===== config.mk =====
export PLATFORM = sky130hd
export DESIGN_NAME = dwsm_sync
export DESIGN_NICKNAME = d
export VERILOG_FILES = /design/src/dwsm_pkg.sv /design/src/dwsm_sync.sv
export SDC_FILE = /design/constraint.sdc
export NUM_CORES = 1
export LEC_CHECK = 0
export BUFFER_PORTS_ARGS = -buffer_cell sky130_fd_sc_hd__buf_2
export CAP_MARGIN = 40
export CORE_ASPECT_RATIO = 0.5
export CORE_MARGIN = 5
export CORE_UTILIZATION = 33
export DETAILED_ROUTE_END_ITERATION = 8
export GPL_ROUTABILITY_DRIVEN = 0
export GPL_TIMING_DRIVEN = 1
export PLACE_DENSITY_LB_ADDON = 0.25
export SLEW_MARGIN = 40
export SYNTH_ARGS = -nofsm -noshare
export SYNTH_HDL_FRONTEND = slang
export SYNTH_SLANG_ARGS = --single-unit

===== constraint.sdc =====
create_clock -name mclk -period 4.33 [get_ports mclk]
set_input_delay 0 -clock mclk [delete_from_list [all_inputs] [get_ports mclk]]
set_output_delay 0 -clock mclk [all_outputs]
set_load 0.01 [all_outputs]

===== src/dwsm_pkg.sv =====
// shared constants and types for the dword synchronisation machine
package dwsm_pkg;

  // ----------------------------------------
  // character codes (decoded, with k flag)
  // ----------------------------------------
  localparam logic [7:0] DWSM_K28_5 = 8'hBC;
  localparam logic [7:0] DWSM_K28_3 = 8'h7C;

  // ----------------------------------------
  // counts and reset values
  // ----------------------------------------
  localparam logic [1:0] DWSM_LANE_RST = 2'h0;
  localparam logic [31:0] DWSM_DWORD_RST = 32'h0000_0000;
  localparam logic [3:0] DWSM_KFLAG_RST = 4'h0;
  localparam int DWSM_PRIMS_TO_SYNC = 3;
  localparam int DWSM_INVALID_TO_LOSE = 4;

  // ----------------------------------------
  // states
  // ----------------------------------------
  typedef enum logic [3:0] {
    acquire_start_state,
    one_valid_state,
    two_valid_state,
    sync_acquired_state,
    lose_first_invalid_state,
    lose_first_one_valid_state,
    lose_second_invalid_state,
    lose_second_one_valid_state,
    lose_third_invalid_state,
    lose_third_one_valid_state
  } dwsm_state_t;

endpackage


===== src/dwsm_sync.sv =====
// dword synchronisation state machine with comma alignment and primitive classifier
`timescale 1ns/1ps

module dwsm_sync
  import dwsm_pkg::*;
(
  // clock and reset
  input wire logic mclk,
  input wire logic rst_n,
  // decoded characters, one per cycle, from the decoder
  input wire logic char_valid,
  input wire logic [7:0] char_data,
  input wire logic char_is_k,
  // per-dword indications from the decoder
  input wire logic dword_strobe,
  input wire logic dword_good,
  input wire logic dword_bad,
  input wire logic signal_lost,
  // event from the reset and out-of-band logic
  input wire logic out_of_band_signalling,
  // assembled dword to the connection layer
  output logic [31:0] rx_dword,
  output logic [3:0] rx_kflags,
  output logic rx_dword_valid,
  output logic rx_dword_invalid,
  output logic rx_link_primitive,
  output logic rx_sata_primitive,
  // state shown to neighbouring machines
  output logic dword_synced,
  output logic conn_sm_enable,
  output logic phy_reset_sequencer_disable,
  output logic sync_lost_pulse
);

  typedef struct packed {
    dwsm_state_t state;
    logic [1:0] lane;
    logic aligned;
    logic [31:0] asm_data;
    logic [3:0] asm_k;
    logic [31:0] dword;
    logic [3:0] kflags;
    logic dvalid;
    logic dinvalid;
    logic link_prim;
    logic sata_prim;
    logic synced;
    logic conn_en;
    logic sp_dis;
    logic lost;
  } dwsm_regs_t;

  dwsm_regs_t q_r;
  dwsm_regs_t q_nxt;

  // ----------------------------------------
  // primitive classification
  // ----------------------------------------
  // first byte is byte 0 of the assembled word, other bytes plain data
  function automatic logic [1:0] dwsm_prim_kind(input logic [31:0] d, input logic [3:0] k);
    logic [1:0] kind;
    kind = 2'h0;
    if (k == 4'h1 && d[7:0] == DWSM_K28_5)
    begin
      kind = 2'h1;
    end
    else if (k == 4'h1 && d[7:0] == DWSM_K28_3)
    begin
      kind = 2'h2;
    end
    return kind;
  endfunction

  logic [1:0] prim_kind;
  logic is_link_prim;
  logic good_now;
  logic bad_now;

  assign prim_kind = dwsm_prim_kind(q_r.dword, q_r.kflags);
  assign is_link_prim = (prim_kind == 2'h1);
  assign good_now = dword_strobe && dword_good && !dword_bad && !signal_lost;
  assign bad_now = dword_strobe && dword_bad && !signal_lost;

  // ----------------------------------------
  // next state
  // ----------------------------------------
  always_comb
  begin
    q_nxt = q_r;
    q_nxt.dvalid = 1'b0;
    q_nxt.dinvalid = 1'b0;
    q_nxt.link_prim = 1'b0;
    q_nxt.sata_prim = 1'b0;
    q_nxt.lost = 1'b0;

    // byte assembly, lane 0 first, no reordering
    if (char_valid)
    begin
      // while hunting every comma restarts the word at lane 0
      if (char_is_k && char_data == DWSM_K28_5 &&
          (q_r.state == acquire_start_state || !q_r.aligned))
      begin
        q_nxt.asm_data = {24'h000000, char_data};
        q_nxt.asm_k = 4'h1;
        q_nxt.lane = 2'h1;
        q_nxt.aligned = 1'b1;
      end
      else if (q_r.aligned)
      begin
        q_nxt.asm_data[q_r.lane*8 +: 8] = char_data;
        q_nxt.asm_k[q_r.lane] = char_is_k;
        q_nxt.lane = q_r.lane + 2'h1;
        if (q_r.lane == 2'h3)
        begin
          q_nxt.dword = {char_data, q_r.asm_data[23:0]};
          q_nxt.kflags = {char_is_k, q_r.asm_k[2:0]};
        end
      end
    end

    // decoder verdict applies to the dword held in q_r.dword
    if (signal_lost || out_of_band_signalling)
    begin
      // direct return; lost signal while hunting just stays
      q_nxt.state = acquire_start_state;
      q_nxt.aligned = 1'b0;
      q_nxt.lane = DWSM_LANE_RST;
    end
    else if (dword_strobe)
    begin
      case (q_r.state)
        acquire_start_state:
        begin
          if (good_now && is_link_prim)
          begin
            q_nxt.state = one_valid_state;
          end
          else if (bad_now)
          begin
            q_nxt.aligned = 1'b0;  // keep hunting commas
          end
        end
        one_valid_state:
        begin
          if (good_now && is_link_prim)
          begin
            q_nxt.state = two_valid_state;
          end
          else if (bad_now)
          begin
            q_nxt.state = acquire_start_state;
            q_nxt.aligned = 1'b0;
          end
        end
        two_valid_state:
        begin
          if (good_now && is_link_prim)
          begin
            q_nxt.state = sync_acquired_state;
            q_nxt.dvalid = 1'b1;  // the third primitive is processed
            q_nxt.link_prim = 1'b1;
          end
          else if (bad_now)
          begin
            q_nxt.state = acquire_start_state;
            q_nxt.aligned = 1'b0;
          end
        end
        sync_acquired_state:
        begin
          if (bad_now)
          begin
            q_nxt.state = lose_first_invalid_state;
          end
        end
        lose_first_invalid_state:
        begin
          q_nxt.state = bad_now ? lose_second_invalid_state
                                : lose_first_one_valid_state;
        end
        lose_first_one_valid_state:
        begin
          q_nxt.state = bad_now ? lose_second_invalid_state
                                : sync_acquired_state;
        end
        lose_second_invalid_state:
        begin
          q_nxt.state = bad_now ? lose_third_invalid_state
                                : lose_second_one_valid_state;
        end
        lose_second_one_valid_state:
        begin
          q_nxt.state = bad_now ? lose_third_invalid_state
                                : lose_first_invalid_state;
        end
        lose_third_invalid_state:
        begin
          if (bad_now)
          begin
            q_nxt.state = acquire_start_state;  // fourth uncancelled error
            q_nxt.aligned = 1'b0;
            q_nxt.lost = 1'b1;
          end
          else
          begin
            q_nxt.state = lose_third_one_valid_state;
          end
        end
        lose_third_one_valid_state:
        begin
          if (bad_now)
          begin
            q_nxt.state = acquire_start_state;
            q_nxt.aligned = 1'b0;
            q_nxt.lost = 1'b1;
          end
          else
          begin
            q_nxt.state = lose_second_invalid_state;
          end
        end
        default:
        begin
          q_nxt.state = acquire_start_state;
        end
      endcase

      // forwarding only while synchronised; error states still count as synced
      if (q_r.state >= sync_acquired_state)
      begin
        q_nxt.dvalid = good_now;
        q_nxt.dinvalid = !good_now;
        q_nxt.link_prim = good_now && is_link_prim;
        q_nxt.sata_prim = good_now && prim_kind == 2'h2;
      end
      else if (!(q_r.state == two_valid_state && good_now && is_link_prim))
      begin
        q_nxt.dinvalid = 1'b1;
      end
    end

    if (q_r.synced && !signal_lost && !out_of_band_signalling && !q_nxt.lost)
    begin
      q_nxt.lost = 1'b0;
    end
    else if (q_r.synced && (signal_lost || out_of_band_signalling))
    begin
      q_nxt.lost = 1'b1;
    end

    // loss shows on the same edge as the state change since it is taken from the next state
    q_nxt.synced = q_nxt.state >= sync_acquired_state;
    q_nxt.conn_en = q_nxt.synced;
    q_nxt.sp_dis = q_nxt.state == acquire_start_state;
  end

  // ----------------------------------------
  // state register
  // ----------------------------------------
  always_ff @(posedge mclk)
  begin
    if (!rst_n)
    begin
      q_r.state <= acquire_start_state;
      q_r.lane <= DWSM_LANE_RST;
      q_r.aligned <= 1'b0;
      q_r.asm_data <= DWSM_DWORD_RST;
      q_r.asm_k <= DWSM_KFLAG_RST;
      q_r.dword <= DWSM_DWORD_RST;
      q_r.kflags <= DWSM_KFLAG_RST;
      q_r.dvalid <= 1'b0;
      q_r.dinvalid <= 1'b0;
      q_r.link_prim <= 1'b0;
      q_r.sata_prim <= 1'b0;
      q_r.synced <= 1'b0;
      q_r.conn_en <= 1'b0;
      q_r.sp_dis <= 1'b1;
      q_r.lost <= 1'b0;
    end
    else
    begin
      q_r <= q_nxt;
    end
  end

  // ----------------------------------------
  // outputs, all straight from q_r
  // ----------------------------------------
  assign rx_dword = q_r.dword;
  assign rx_kflags = q_r.kflags;
  assign rx_dword_valid = q_r.dvalid;
  assign rx_dword_invalid = q_r.dinvalid;
  assign rx_link_primitive = q_r.link_prim;
  assign rx_sata_primitive = q_r.sata_prim;
  assign dword_synced = q_r.synced;
  assign conn_sm_enable = q_r.conn_en;
  assign phy_reset_sequencer_disable = q_r.sp_dis;
  assign sync_lost_pulse = q_r.lost;

endmodule


# == After elaboration in Yosys (flattened, before gate mapping) ==
# Index checks and enable logic that the tools add are counted.
# classes
reduce_logical,37
bitwise,4
n_eq_ne,16
n_addsub,2
n_mux,43
shifts,2
magnitude_cmp,4
# op_table
operator,n
36-bit two-way mux,3
73-bit two-way mux,1
72-bit two-way mux,1
4-bit two-way mux,10
4-bit case mux with 10 select lines,1
5-bit negator with 34-bit output,1
8-bit by 34-bit variable shift with 32-bit output (first input constant),1
8-bit by 34-bit variable part select with 32-bit output,1
32-bit bitwise mux,1
1-bit logical AND,18
4-bit by 3-bit == test with 1-bit output (second input constant),4
8-bit == test (second input constant),2
1-bit two-way mux,15
2-bit two-way mux,6
4-bit by 1-bit == test with 1-bit output (second input constant),2
4-bit by 2-bit == test with 1-bit output (second input constant),2
4-bit == test (second input constant),2
8-bit by 7-bit == test with 1-bit output (second input constant),1
4-bit by 2-bit greater-or-equal comparator with 1-bit output (second input constant),2
4-bit logical NOT,2
1-bit logical NOT,6
3-bit two-way mux,2
2-bit OR reduction,3
3-bit OR reduction,2
14 further kinds,19
# totals
out_inout_bits,44
input_bits,17
elab_cells,122
register_bits,86

# == Depth between registers and ports, before layout ==
# Gate-level depths: netlist (run 1).
# logic_depth
word_depth,12
depth_mapped,7

# == Worst setup path after synthesis (run 1) ==
# OpenSTA, ideal clock, no wires.
# synth_timing
kind,register to register
startpoint,reg q_r[84] (netlist name)
endpoint,"reg q_r, in the netlist rx_dword[26]"
stages_incl_launch_ff,7
arrival_time_ns,1.888
path_slack_ns,2.326
setup_ns,0.116
cell_sequence,dfxtp_1 -> or4_4 -> a2111oi_4 -> nor2_1 -> clkbuf_1 -> nand2_1 -> a21boi_1
# synth_between
elab_chain_cells,5
# synth_lines
element,line,text
"start, declared",dwsm_sync.sv:53,dwsm_regs_t q_r;
"start signal, assigned",dwsm_sync.sv:282,q_r <= q_nxt;
4-bit logical NOT,dwsm_sync.sv:101,(q_r.state == acquire_start_state || !q_r.aligned))
1-bit logical OR,dwsm_sync.sv:101,
1-bit logical AND,dwsm_sync.sv:100,if (char_is_k && char_data == DWSM_K28_5 &&
1-bit inverter (no line),-,
4-bit AND reduction (no line),-,
# Every way passes these cells.
# A chain may end at the register's enable or synchronous reset.

# == Worst setup path in the final report (run 1) ==
# layout_timing
startpoint,in char_data[2]
endpoint,reg q_r[52] (netlist name)
# layout_between
elab_chain_cells,5
word_cells_on_any_way,9
cone_classes,eq/ne: 1; shift: 1; mux: 3; reduce/logical: 4
# layout_lines
element,line,text
"start, declared",dwsm_sync.sv:12,"input wire logic [7:0] char_data,"
"parallel branches: the longest is 5 deep, another holds 72-bit two-way mux",-,
# Parallel ways; which one is timed is not known. The select of a mux whose other input is x is not followed.

==> impl_summary.md, run 1 <==
Outcome
The flow ran to the end, and the final reports show no timing, DRC or antenna violations.

Power
The power per cell area is 359 nW/um2. The clock network fraction of design power is 47.6%. The sequential share of power is 48.5%.

Across the VDD grid, the largest voltage drop is 0.000142 V. The internal cell power is 0.00114 W. In this run, the combinational gates consume 3.9% of the power.

Of the total power, the share spent switching nets is 22.6%. The switching power summed over all nets is 0.000331 W. The leakage power is 1.52 nW.

Setup path
Walking the worst path, the cells encountered are dlygate4sd3_1 > buf_2 > or3b_2 > o31ai_2 > and2_1 > a21boi_0 > a22o_1. Together, buffers and inverters on the worst path number 2. Grouping stages by cell kind, the critical path spends the most delay in simple AND/OR/NAND/NOR gates.

The arrival time at the worst endpoint is 2.72 ns. The endpoint required time on the critical path is 4.56 ns. The kind of critical path is primary input to flip-flop. The largest individual stage delay along the critical path comes from the cell and2_1.

The launching element type of the critical path is a primary input. The biggest cell delay along the critical path is 0.63 ns. STA classifies the critical path endpoint as a flip-flop. The highest net fanout along the worst path is 20.

Finish
After filler insertion, the fill cell instance count of the layout stands at 1108. Summing all multi-input logic gate instances after layout gives 1670 um2. Once layout is complete, the utilization of the core stands at 37.7%. The most flop-heavy register is q_r. The area occupied by registers is 1540 um2. The flip-flop count of the largest register, all copies and words added is 34.

Of the cells placed in the final design, the portion with a size suffix greater than 1 is 19.7%. At the end of the flow, the number of nets in the layout was 470. Once layout is complete, the cells apart from fillers number 597. 0 antenna diodes ended up in the layout. From synthesis to final layout, the design area changed by 13.0%.

Yosys
The total of flip-flops plus latches after synthesis is 77. Synthesis instantiated 52 different standard cells from the library. The area share of and/or/nand/nor cells after synthesis is 23.4%. The cell count after synthesis came out at 427. The synthesized netlist occupies a cell area of 3620 um2. The area share of xor/xnor cells in the synthesized design is 0%. The post-synthesis compound-gate area fraction is 19.6%.

The share of synthesized area spent on multiplexers is 0.553%. During synthesis, Yosys emitted a total of 0 warnings. The adder-cell share of the synthesized area is 2.07%. The leading register cell type out of synthesis is dfxtp_1. Counting flops with a built-in enable in the synthesized netlist gives 0. The synthesized area divided by synthesized cell count is 8.48 um2. The post-synthesis net count is 450.

After synthesis, the share of flip-flops with an asynchronous set or reset is 0%. The combinational family with the most area after synthesis is simple AND/OR/NAND/NOR gates. The share of the yosys chip area belonging to registers is 42.6%.

Routing
The met1 wire length is 4560 um. The topmost layer with routed signal wires is met4. The via count normalized by instance count is 4.86. The DRC violation count after routing is 0.

The detailed router's first-iteration violation count is 175. Summed over all nets, wire length on met2 after detailed routing comes to 3490 um. The count of nets left with antenna violations once routing finished came out at 0. The routed wire length per instance is 14.5 um. The length of routed met3 wiring is 451 um. The detailed-routing iteration count for the pre-antenna-repair pass is 5. The via count is 2899. The routed design has 8690 um of wire.

STA
Setup violations remaining at the end of the flow were counted as 0. The total negative slack for setup checks is 0 ns. The post-route minimum period is 2.49 ns. Setup repair after global routing left no endpoint under its margin. The count of endpoints failing hold in the final timing report is 0. The final-report max-slew violation count is 0.

Derived from the worst setup path, the maximum achievable clock frequency is 402 MHz. Clock skew on the completed layout was measured at 0.00606 ns. The worst pin sits at a relative slew slack of 50.8%. The final period utilization is 57.4%. At the pin with the least slew margin, the transition time is 0.738 ns.

Hold path
The class of the worst hold path is primary input to flip-flop.

Floorplanning
The die boundary height is 84.1 um. In this run the count of I/O pins placed on the die edge is 61. For this configuration, the core starts out at a cell density of 33.4%.

The die covers 13300 um2. The number of rows created at floorplan is 27. The width of the die is 158 um.

The region available for standard cell placement spans 10800 um2.

Clock tree
Once the clock tree was built, the setup fixing pass inserted 0 buffers. Buffers inserted during clock tree synthesis total 9. The number of H-tree levels is 3. Buffers inserted to repair hold after CTS numbered 8. At the later pin of the worst-skew pair, clock insertion delay measures 0.33 ns. Once the clock tree was built, the resizer swapped 0 gates to a different size. After clock tree synthesis, the clock-pin slew on the worst setup and hold paths is 0.06 ns. The tree is rooted in a clkbuf_16. In this run the deepest clock path goes through 2 buffers. The total clock sinks is 77. TritonCTS built the clock tree.

GRT
The via count of the first global-routing pass came to 2715. The number of antenna violations at the first check in global routing is 0. The largest net degree at the start of global routing is 49. The first global-routing pass estimated 14300 um of wire. The total routing usage reported by global routing is 13.3%.

The remaining global-route overflow is 0.

Place
The HPWL after detailed placement is 5950 um. Input and output buffers added on the ports amount to 60. In this run, placement finished with an instance count of 573.

Job
Max-cap violations in this run came to 0.
per-layer routing:
layer	GRT usage, %	vias up
met2	17.8	69
met1	19.6	1330
met3	4.30	14
met4	5.03	0
li1	-	1486
met5	0	-
layout by cell type (no fill, tap or decap), types with 2 or more instances in the layout:
cell / instances
nor4_1: 2
dlygate4sd3_1: 8
nand3b_1: 3
clkbuf_16: 9
nand2_1: 99
ha_1: 6
nand3_1: 4
nor2b_1: 3
mux2i_1: 2
a22o_1: 8
and3b_1: 2
nor3_1: 4
o21ai_0: 11
clkinvlp_4: 3
a21oi_1: 28
nand4_1: 19
nor2_1: 11
inv_1: 7
nor4b_1: 2
nor3b_2: 2
o31ai_1: 2
dfxtp_1: 77
a21boi_0: 8
nor2_2: 2
or3_1: 2
a21boi_1: 30
buf_2: 60
and2_1: 3
buf_4: 2
and4b_1: 2
nand4b_1: 3
and3_1: 2
a2111oi_0: 2
kinds of logic after synthesis:
logic type,after synthesis
compound gates,101
simple gates,173
flops,77
mux,2
buf+inv,68
fa+ha+maj,6
path summary, 6_finish.rpt:
| check | from | to | slack (ns) | depth (start not counted) |
|---|---|---|---|---|
| min | char_data[3] | rx_dword[27] | 0.01 | 3 |
| max | char_data[2] | q_r[52] | 1.84 | 7 |
| min reg2reg | q_r[44] | q_r[44] | 0.45 | 2 |
| max reg2reg | q_r[84] | rx_dword[17] | 1.89 | 6 |
final cells by class:
type	count	share of cell area, %
sequential	77	37.7
clock buffer	11	5.93
clock inverter	5	0.887
timing repair buffer	70	9.67
tap	145	4.44
inverter	7	0.642
multi-input combinational	282	40.7
synth_stat cells, drive strengths merged, types with 3 or more instances:
library cell / n / area [um2]
buf: 46 / 342
a21oi: 28 / 140
o21ai: 11 / 55.1
ha: 6 / 75.1
nor2b: 3 / 18.8
nor3: 4 / 20.0
inv: 7 / 26.3
a2111oi: 3 / 45.1
a22o: 8 / 70.1
o31ai: 3 / 27.5
nand4b: 3 / 26.3
nand2: 99 / 372
nor3b: 3 / 22.5
nand3b: 3 / 22.5
dfxtp: 77 / 1540
clkbuf: 15 / 56.3
nor2: 13 / 51.3
nand3: 4 / 20.0
and2: 3 / 18.8
nand4: 19 / 119
a21boi: 38 / 285
tightest hold or removal path: stages:
cell      delay (ns)
buf_2           0.15
nand2_1         0.09
a21boi_1        0.05
power by group through the flow:
stage / sequential [W] / combinational (W) / clock [W]
global route: 0.000710 / 0.0000625 / 0.000750
finish: 0.000711 / 0.0000574 / 0.000699
global placement: 0.000726 / 0.0000520 / 0
detailed placement: 0.000726 / 0.0000517 / 0
CTS: 0.000710 / 0.0000573 / 0.000717
floorplan: 0.000726 / 0.0000286 / 0
stage by stage:
stage | cell area, um2 | total power [W] | setup slack (ns) | hold slack, ns
3_5_place_dp | 3720 | 0.000778 | 1.91 | 0.318
4_1_cts | 4080 | 0.00149 | 1.88 | 0.00214
3_3_place_gp | 3720 | 0.000778 | 1.95 | 0.312
5_1_grt | 4090 | 0.00152 | 1.66 | 0.0138
6_report | 4090 | 0.00147 | 1.84 | 0.0126
2_1_floorplan | 3620 | 0.000754 | 2.33 | 0.126
No activity file was read; power rests on OpenSTA's default activity.
==> run 2: changes to the inputs <==
ABC_AREA = 1   (was unset)
clock period = 2.3 ns   (was 4.33 ns; I/O delays follow)
==> run 2 against run 1 <==
Effect of this change:
- setup slack got worse by 1.5 ns
- final area rose by 7.8%
- clock skew up 0.0012 ns
- critical path depth increased by 1
==> impl_summary.md, run 2 <==
Setup path
The depth of the worst register-to-register path is 8 (+2). Tracing the worst setup path back leads to its startpoint at q_r[81]. The signal on the critical path passes through inv_1 > ha_1 > inv_1 > nor2_1 > nand3_1 > nand2_1 > nand2_1 > nor2_1. The slack of the worst reg-to-reg path is 0.36 ns (-1.53 ns). STA classifies the critical path endpoint as a flip-flop. The highest net fanout along the worst path is 9 (-55%). In this run the critical register-to-register path is launched from q_r[81].

The endpoint required time on the critical path was 2.57 ns (-1.99 ns). On the critical path, the stage with the largest delay is an instance of dfxtp_1. The kind of critical path is flip-flop to flip-flop.

The worst setup path is launched from a flip-flop. The biggest cell delay along the critical path was 0.51 ns (-0.12 ns). The arrival time at the worst endpoint is 2.22 ns (-0.50 ns).

STA
The final-report max-slew violation count is 0 (unchanged). The worst-case headroom to the max-slew limit came to 67.0% (+16 points). The setup violation total in the final timing report is 0 (unchanged). The worst setup skew after layout is 0.00730 ns (+0.00124 ns).

The post-route minimum period is 1.94 ns. The total negative slack for setup checks is 0 ns (unchanged). Setup repair after global routing left no endpoint under its margin.

The achievable frequency is 514 MHz. The final period utilization is 84.5%. The slew of the pin with the lowest slew margin is 0.494 ns (-0.245 ns). The count of endpoints failing hold in the final timing report is 0 (unchanged).

Floorplanning
The number of rows created at floorplan was 27 (unchanged). The width of the die is 162 um (+2.5%). The top-level port count is 61 (unchanged).

The die boundary height came to 86.0 um (+2.3%). The area of the die is 13900 um2 (+4.9%). The core footprint is 11100 um2 (+2.8%). The initial cell density of the core is 34.2% (+0.84 points).

Place
The HPWL after detailed placement was 7000 um (+17%). The number of buffers inserted by port buffering is 60 (unchanged). The instance count after placement with tap cells included was 699 (+22%).

Yosys
The cell area after synthesis came to 3810 um2 (+5.4%). The total of flip-flops plus latches after synthesis is 77 (unchanged). By count the netlist is led by nand2_1 (97), dfxtp_1 (77), nor2_1 (71). The async set-reset flop share out of synthesis came to 0% (unchanged). The share of the yosys chip area belonging to registers is 40.4% (-2.2 points).

The count of yosys warnings during synthesis is 0 (unchanged). The synthesized area divided by synthesized cell count is 7.03 um2 (-17%). The area share of xor/xnor cells in the synthesized design was 0% (unchanged).

The cell taking the most area after synthesis is dfxtp_1. The synthesized instance count is 543 (+27%). The number of flops mapped to enable cells by yosys is 0 (unchanged).

The area share of the largest cell type after synthesis was 40.4% (-2.2 points). The adder-cell share of the synthesized area is 1.97% (-0.11 points). The post-synthesis net count came to 566 (+26%).

Ranked by total cell area, the synthesized netlist is headed by dfxtp_1 (40%), nand2_1 (9.5%), a21oi_1 (8.4%), nand3_1 (8.4%), buf_4 (7.3%). The post-synthesis compound-gate area fraction is 13.3% (-6.4 points). The number of distinct library cells after synthesis is 28 (-46%). The share of synthesized area spent on multiplexers came to 0% (-0.55 points).

The leading register cell type out of synthesis is dfxtp_1. Among all cell types in the netlist, the one instantiated most often is nand2_1. The area share of and/or/nand/nor cells after synthesis is 29.9% (+6.4 points).

The combinational family with the most area after synthesis is simple AND/OR/NAND/NOR gates.

Clock tree
TritonCTS built the clock tree. The maximum clock insertion buffer count is 2 (unchanged). The clock network latency to the later pin of the worst-skew pair is 0.34 ns (about the same).

The number of H-tree levels is 3 (unchanged). The number of buffers added for setup after CTS is 0 (unchanged). The total clock sinks is 77 (unchanged). The number of buffers added by the clock tree synthesis step was 9 (unchanged).

The clock-pin transition on the worst setup and hold timing paths is 0.06 ns (about the same). The clock root buffer is clkbuf_16.

Outcome
The run finished with clean final reports.

Power
The worst vdd rail ir drop is 0.000306 V (+120%). The leakage power is 1.89 nW (+24%). The power per cell area is 711 nW/um2 (+98%).

The clock network fraction of design power is 53.1% (+5.5 points). The internal cell power is 0.00250 W (+120%). The post-route total power is 0.00313 W (+110%). The sequential share of power is 42.8% (-5.7 points).

The fraction of power consumed by combinational cells is 4.1% (+0.2 points). The net switching fraction of the power is 20.2% (-2.3 points). The switching power summed over all nets was 0.000634 W (+92%).

Finish
The count of inserted antenna diode cells is 0 (unchanged). The most common cell after layout, fill and taps aside is nand2_1. The final core utilization is 39.6% (+1.8 points). The area growth from synthesis to layout is 15.6%.

The flip-flop count of the largest register, all copies and words added was 34 (unchanged). More flip-flops sit in one register than any other, and that register is q_r. The post-layout instance count excluding filler cells is 720 (+21%). The post-layout net count is 593 (+26%). The share of cells above drive strength 1 came to 16.3% (-3.3 points).

In the layout the commonest cells are nand2_1 (97), dfxtp_1 (77), nor2_1 (70).

Hold path
The class of the worst hold path is primary input to flip-flop. The worst min-delay path startpoint is char_data[3]. The number of instances on the worst hold path is 3 (unchanged).

Routing
The DRC violation count after routing is 0 (unchanged). The via count normalized by instance count came to 4.67 (-3.8%). The routed wire length per instance is 13.6 um (-6.4%). The detailed-routing iteration count for the pre-antenna-repair pass is 5 (unchanged). The final wirelength is 9810 um (+13%). The detailed router's first-iteration violation count was 223 (+27%). The via count was 3362 (+16%). The remaining antenna violation count after routing was 0 (unchanged).

GRT
The wire length of the first global-routing pass came to 16600 um (+17%). The largest net degree at the start of global routing is 33 (-33%). The total routing usage reported by global routing is 14.8% (+1.5 points). The number of antenna violations at the first check in global routing is 0 (unchanged). The via count of the first global-routing pass is 3333 (+23%). The remaining global-route overflow was 0 (unchanged).

Job
The count of maximum capacitance violations is 0 (unchanged).
-- run 2: path summary, 6_finish.rpt --
kind             endpoint
max               q_r[68]
min          rx_dword[27]
max reg2reg       q_r[68]
min reg2reg  rx_dword[31]
-- run 2: kinds of logic after synthesis --
logic type                 count (synthesis)
and+or+nand+nor                          257
AOI/OAI and AO/OA                         99
buffers and inverters                    104
adders and majority gates                  6
DFF                                       77
-- run 2: routing by layer --
layer / vias up / GRT usage [%] / routed length, um
met5: - / 0 / 0
met4: 0 / 6.22 / 163
met3: 13 / 4.80 / 542
met2: 62 / 22.3 / 4100
met1: 1489 / 19.6 / 5000
li1: 1798 / - / -
-- run 2: critical path, delay by kind of cell (launching register included) --
| kind | cells | cell delay (ns) |
|---|---|---|
| adder cells (fa/ha/maj) | 1 | 0.42 |
| flip-flops | 1 | 0.51 |
| AND/OR/NAND/NOR | 5 | 0.65 |
| buffers and inverters | 2 | 0.30 |
-- run 2: layout make-up --
type / count / area (um2)
sequential: 77 / 1540
multi-input combinational: 362 / 1720
clock inverter: 5 / 104
clock buffer: 11 / 253
timing repair buffer: 74 / 430
tap: 145 / 181
inverter: 46 / 175
fill: 1201 / 6740
-- run 2: repair_timing --
item,CTS,global route
gates resized for setup,0,0
endpoints found under the hold margin,5,0
hold buffers,5,0
-- run 2: power by group through the flow --
stage / Combinational [W] / Clock [W] / Sequential (W)
final: 0.000129 / 0.00167 / 0.00134
after global routing: 0.000146 / 0.00178 / 0.00134
after CTS: 0.000130 / 0.00171 / 0.00134
after detailed placement: 0.000122 / 0 / 0.00137
after global placement: 0.000122 / 0 / 0.00137
after floorplan: 0.0000654 / 0 / 0.00137
-- run 2: through the flow --
step	hold slack [ns]	setup slack, ns	cell area, um2
3_5_place_dp	0.333	0.398	4000
4_1_cts	0.00572	0.389	4410
6_report	0.0106	0.356	4410
5_1_grt	0.0213	0.128	4410
2_1_floorplan	0.156	0.538	3810
3_3_place_gp	0.331	0.480	4000
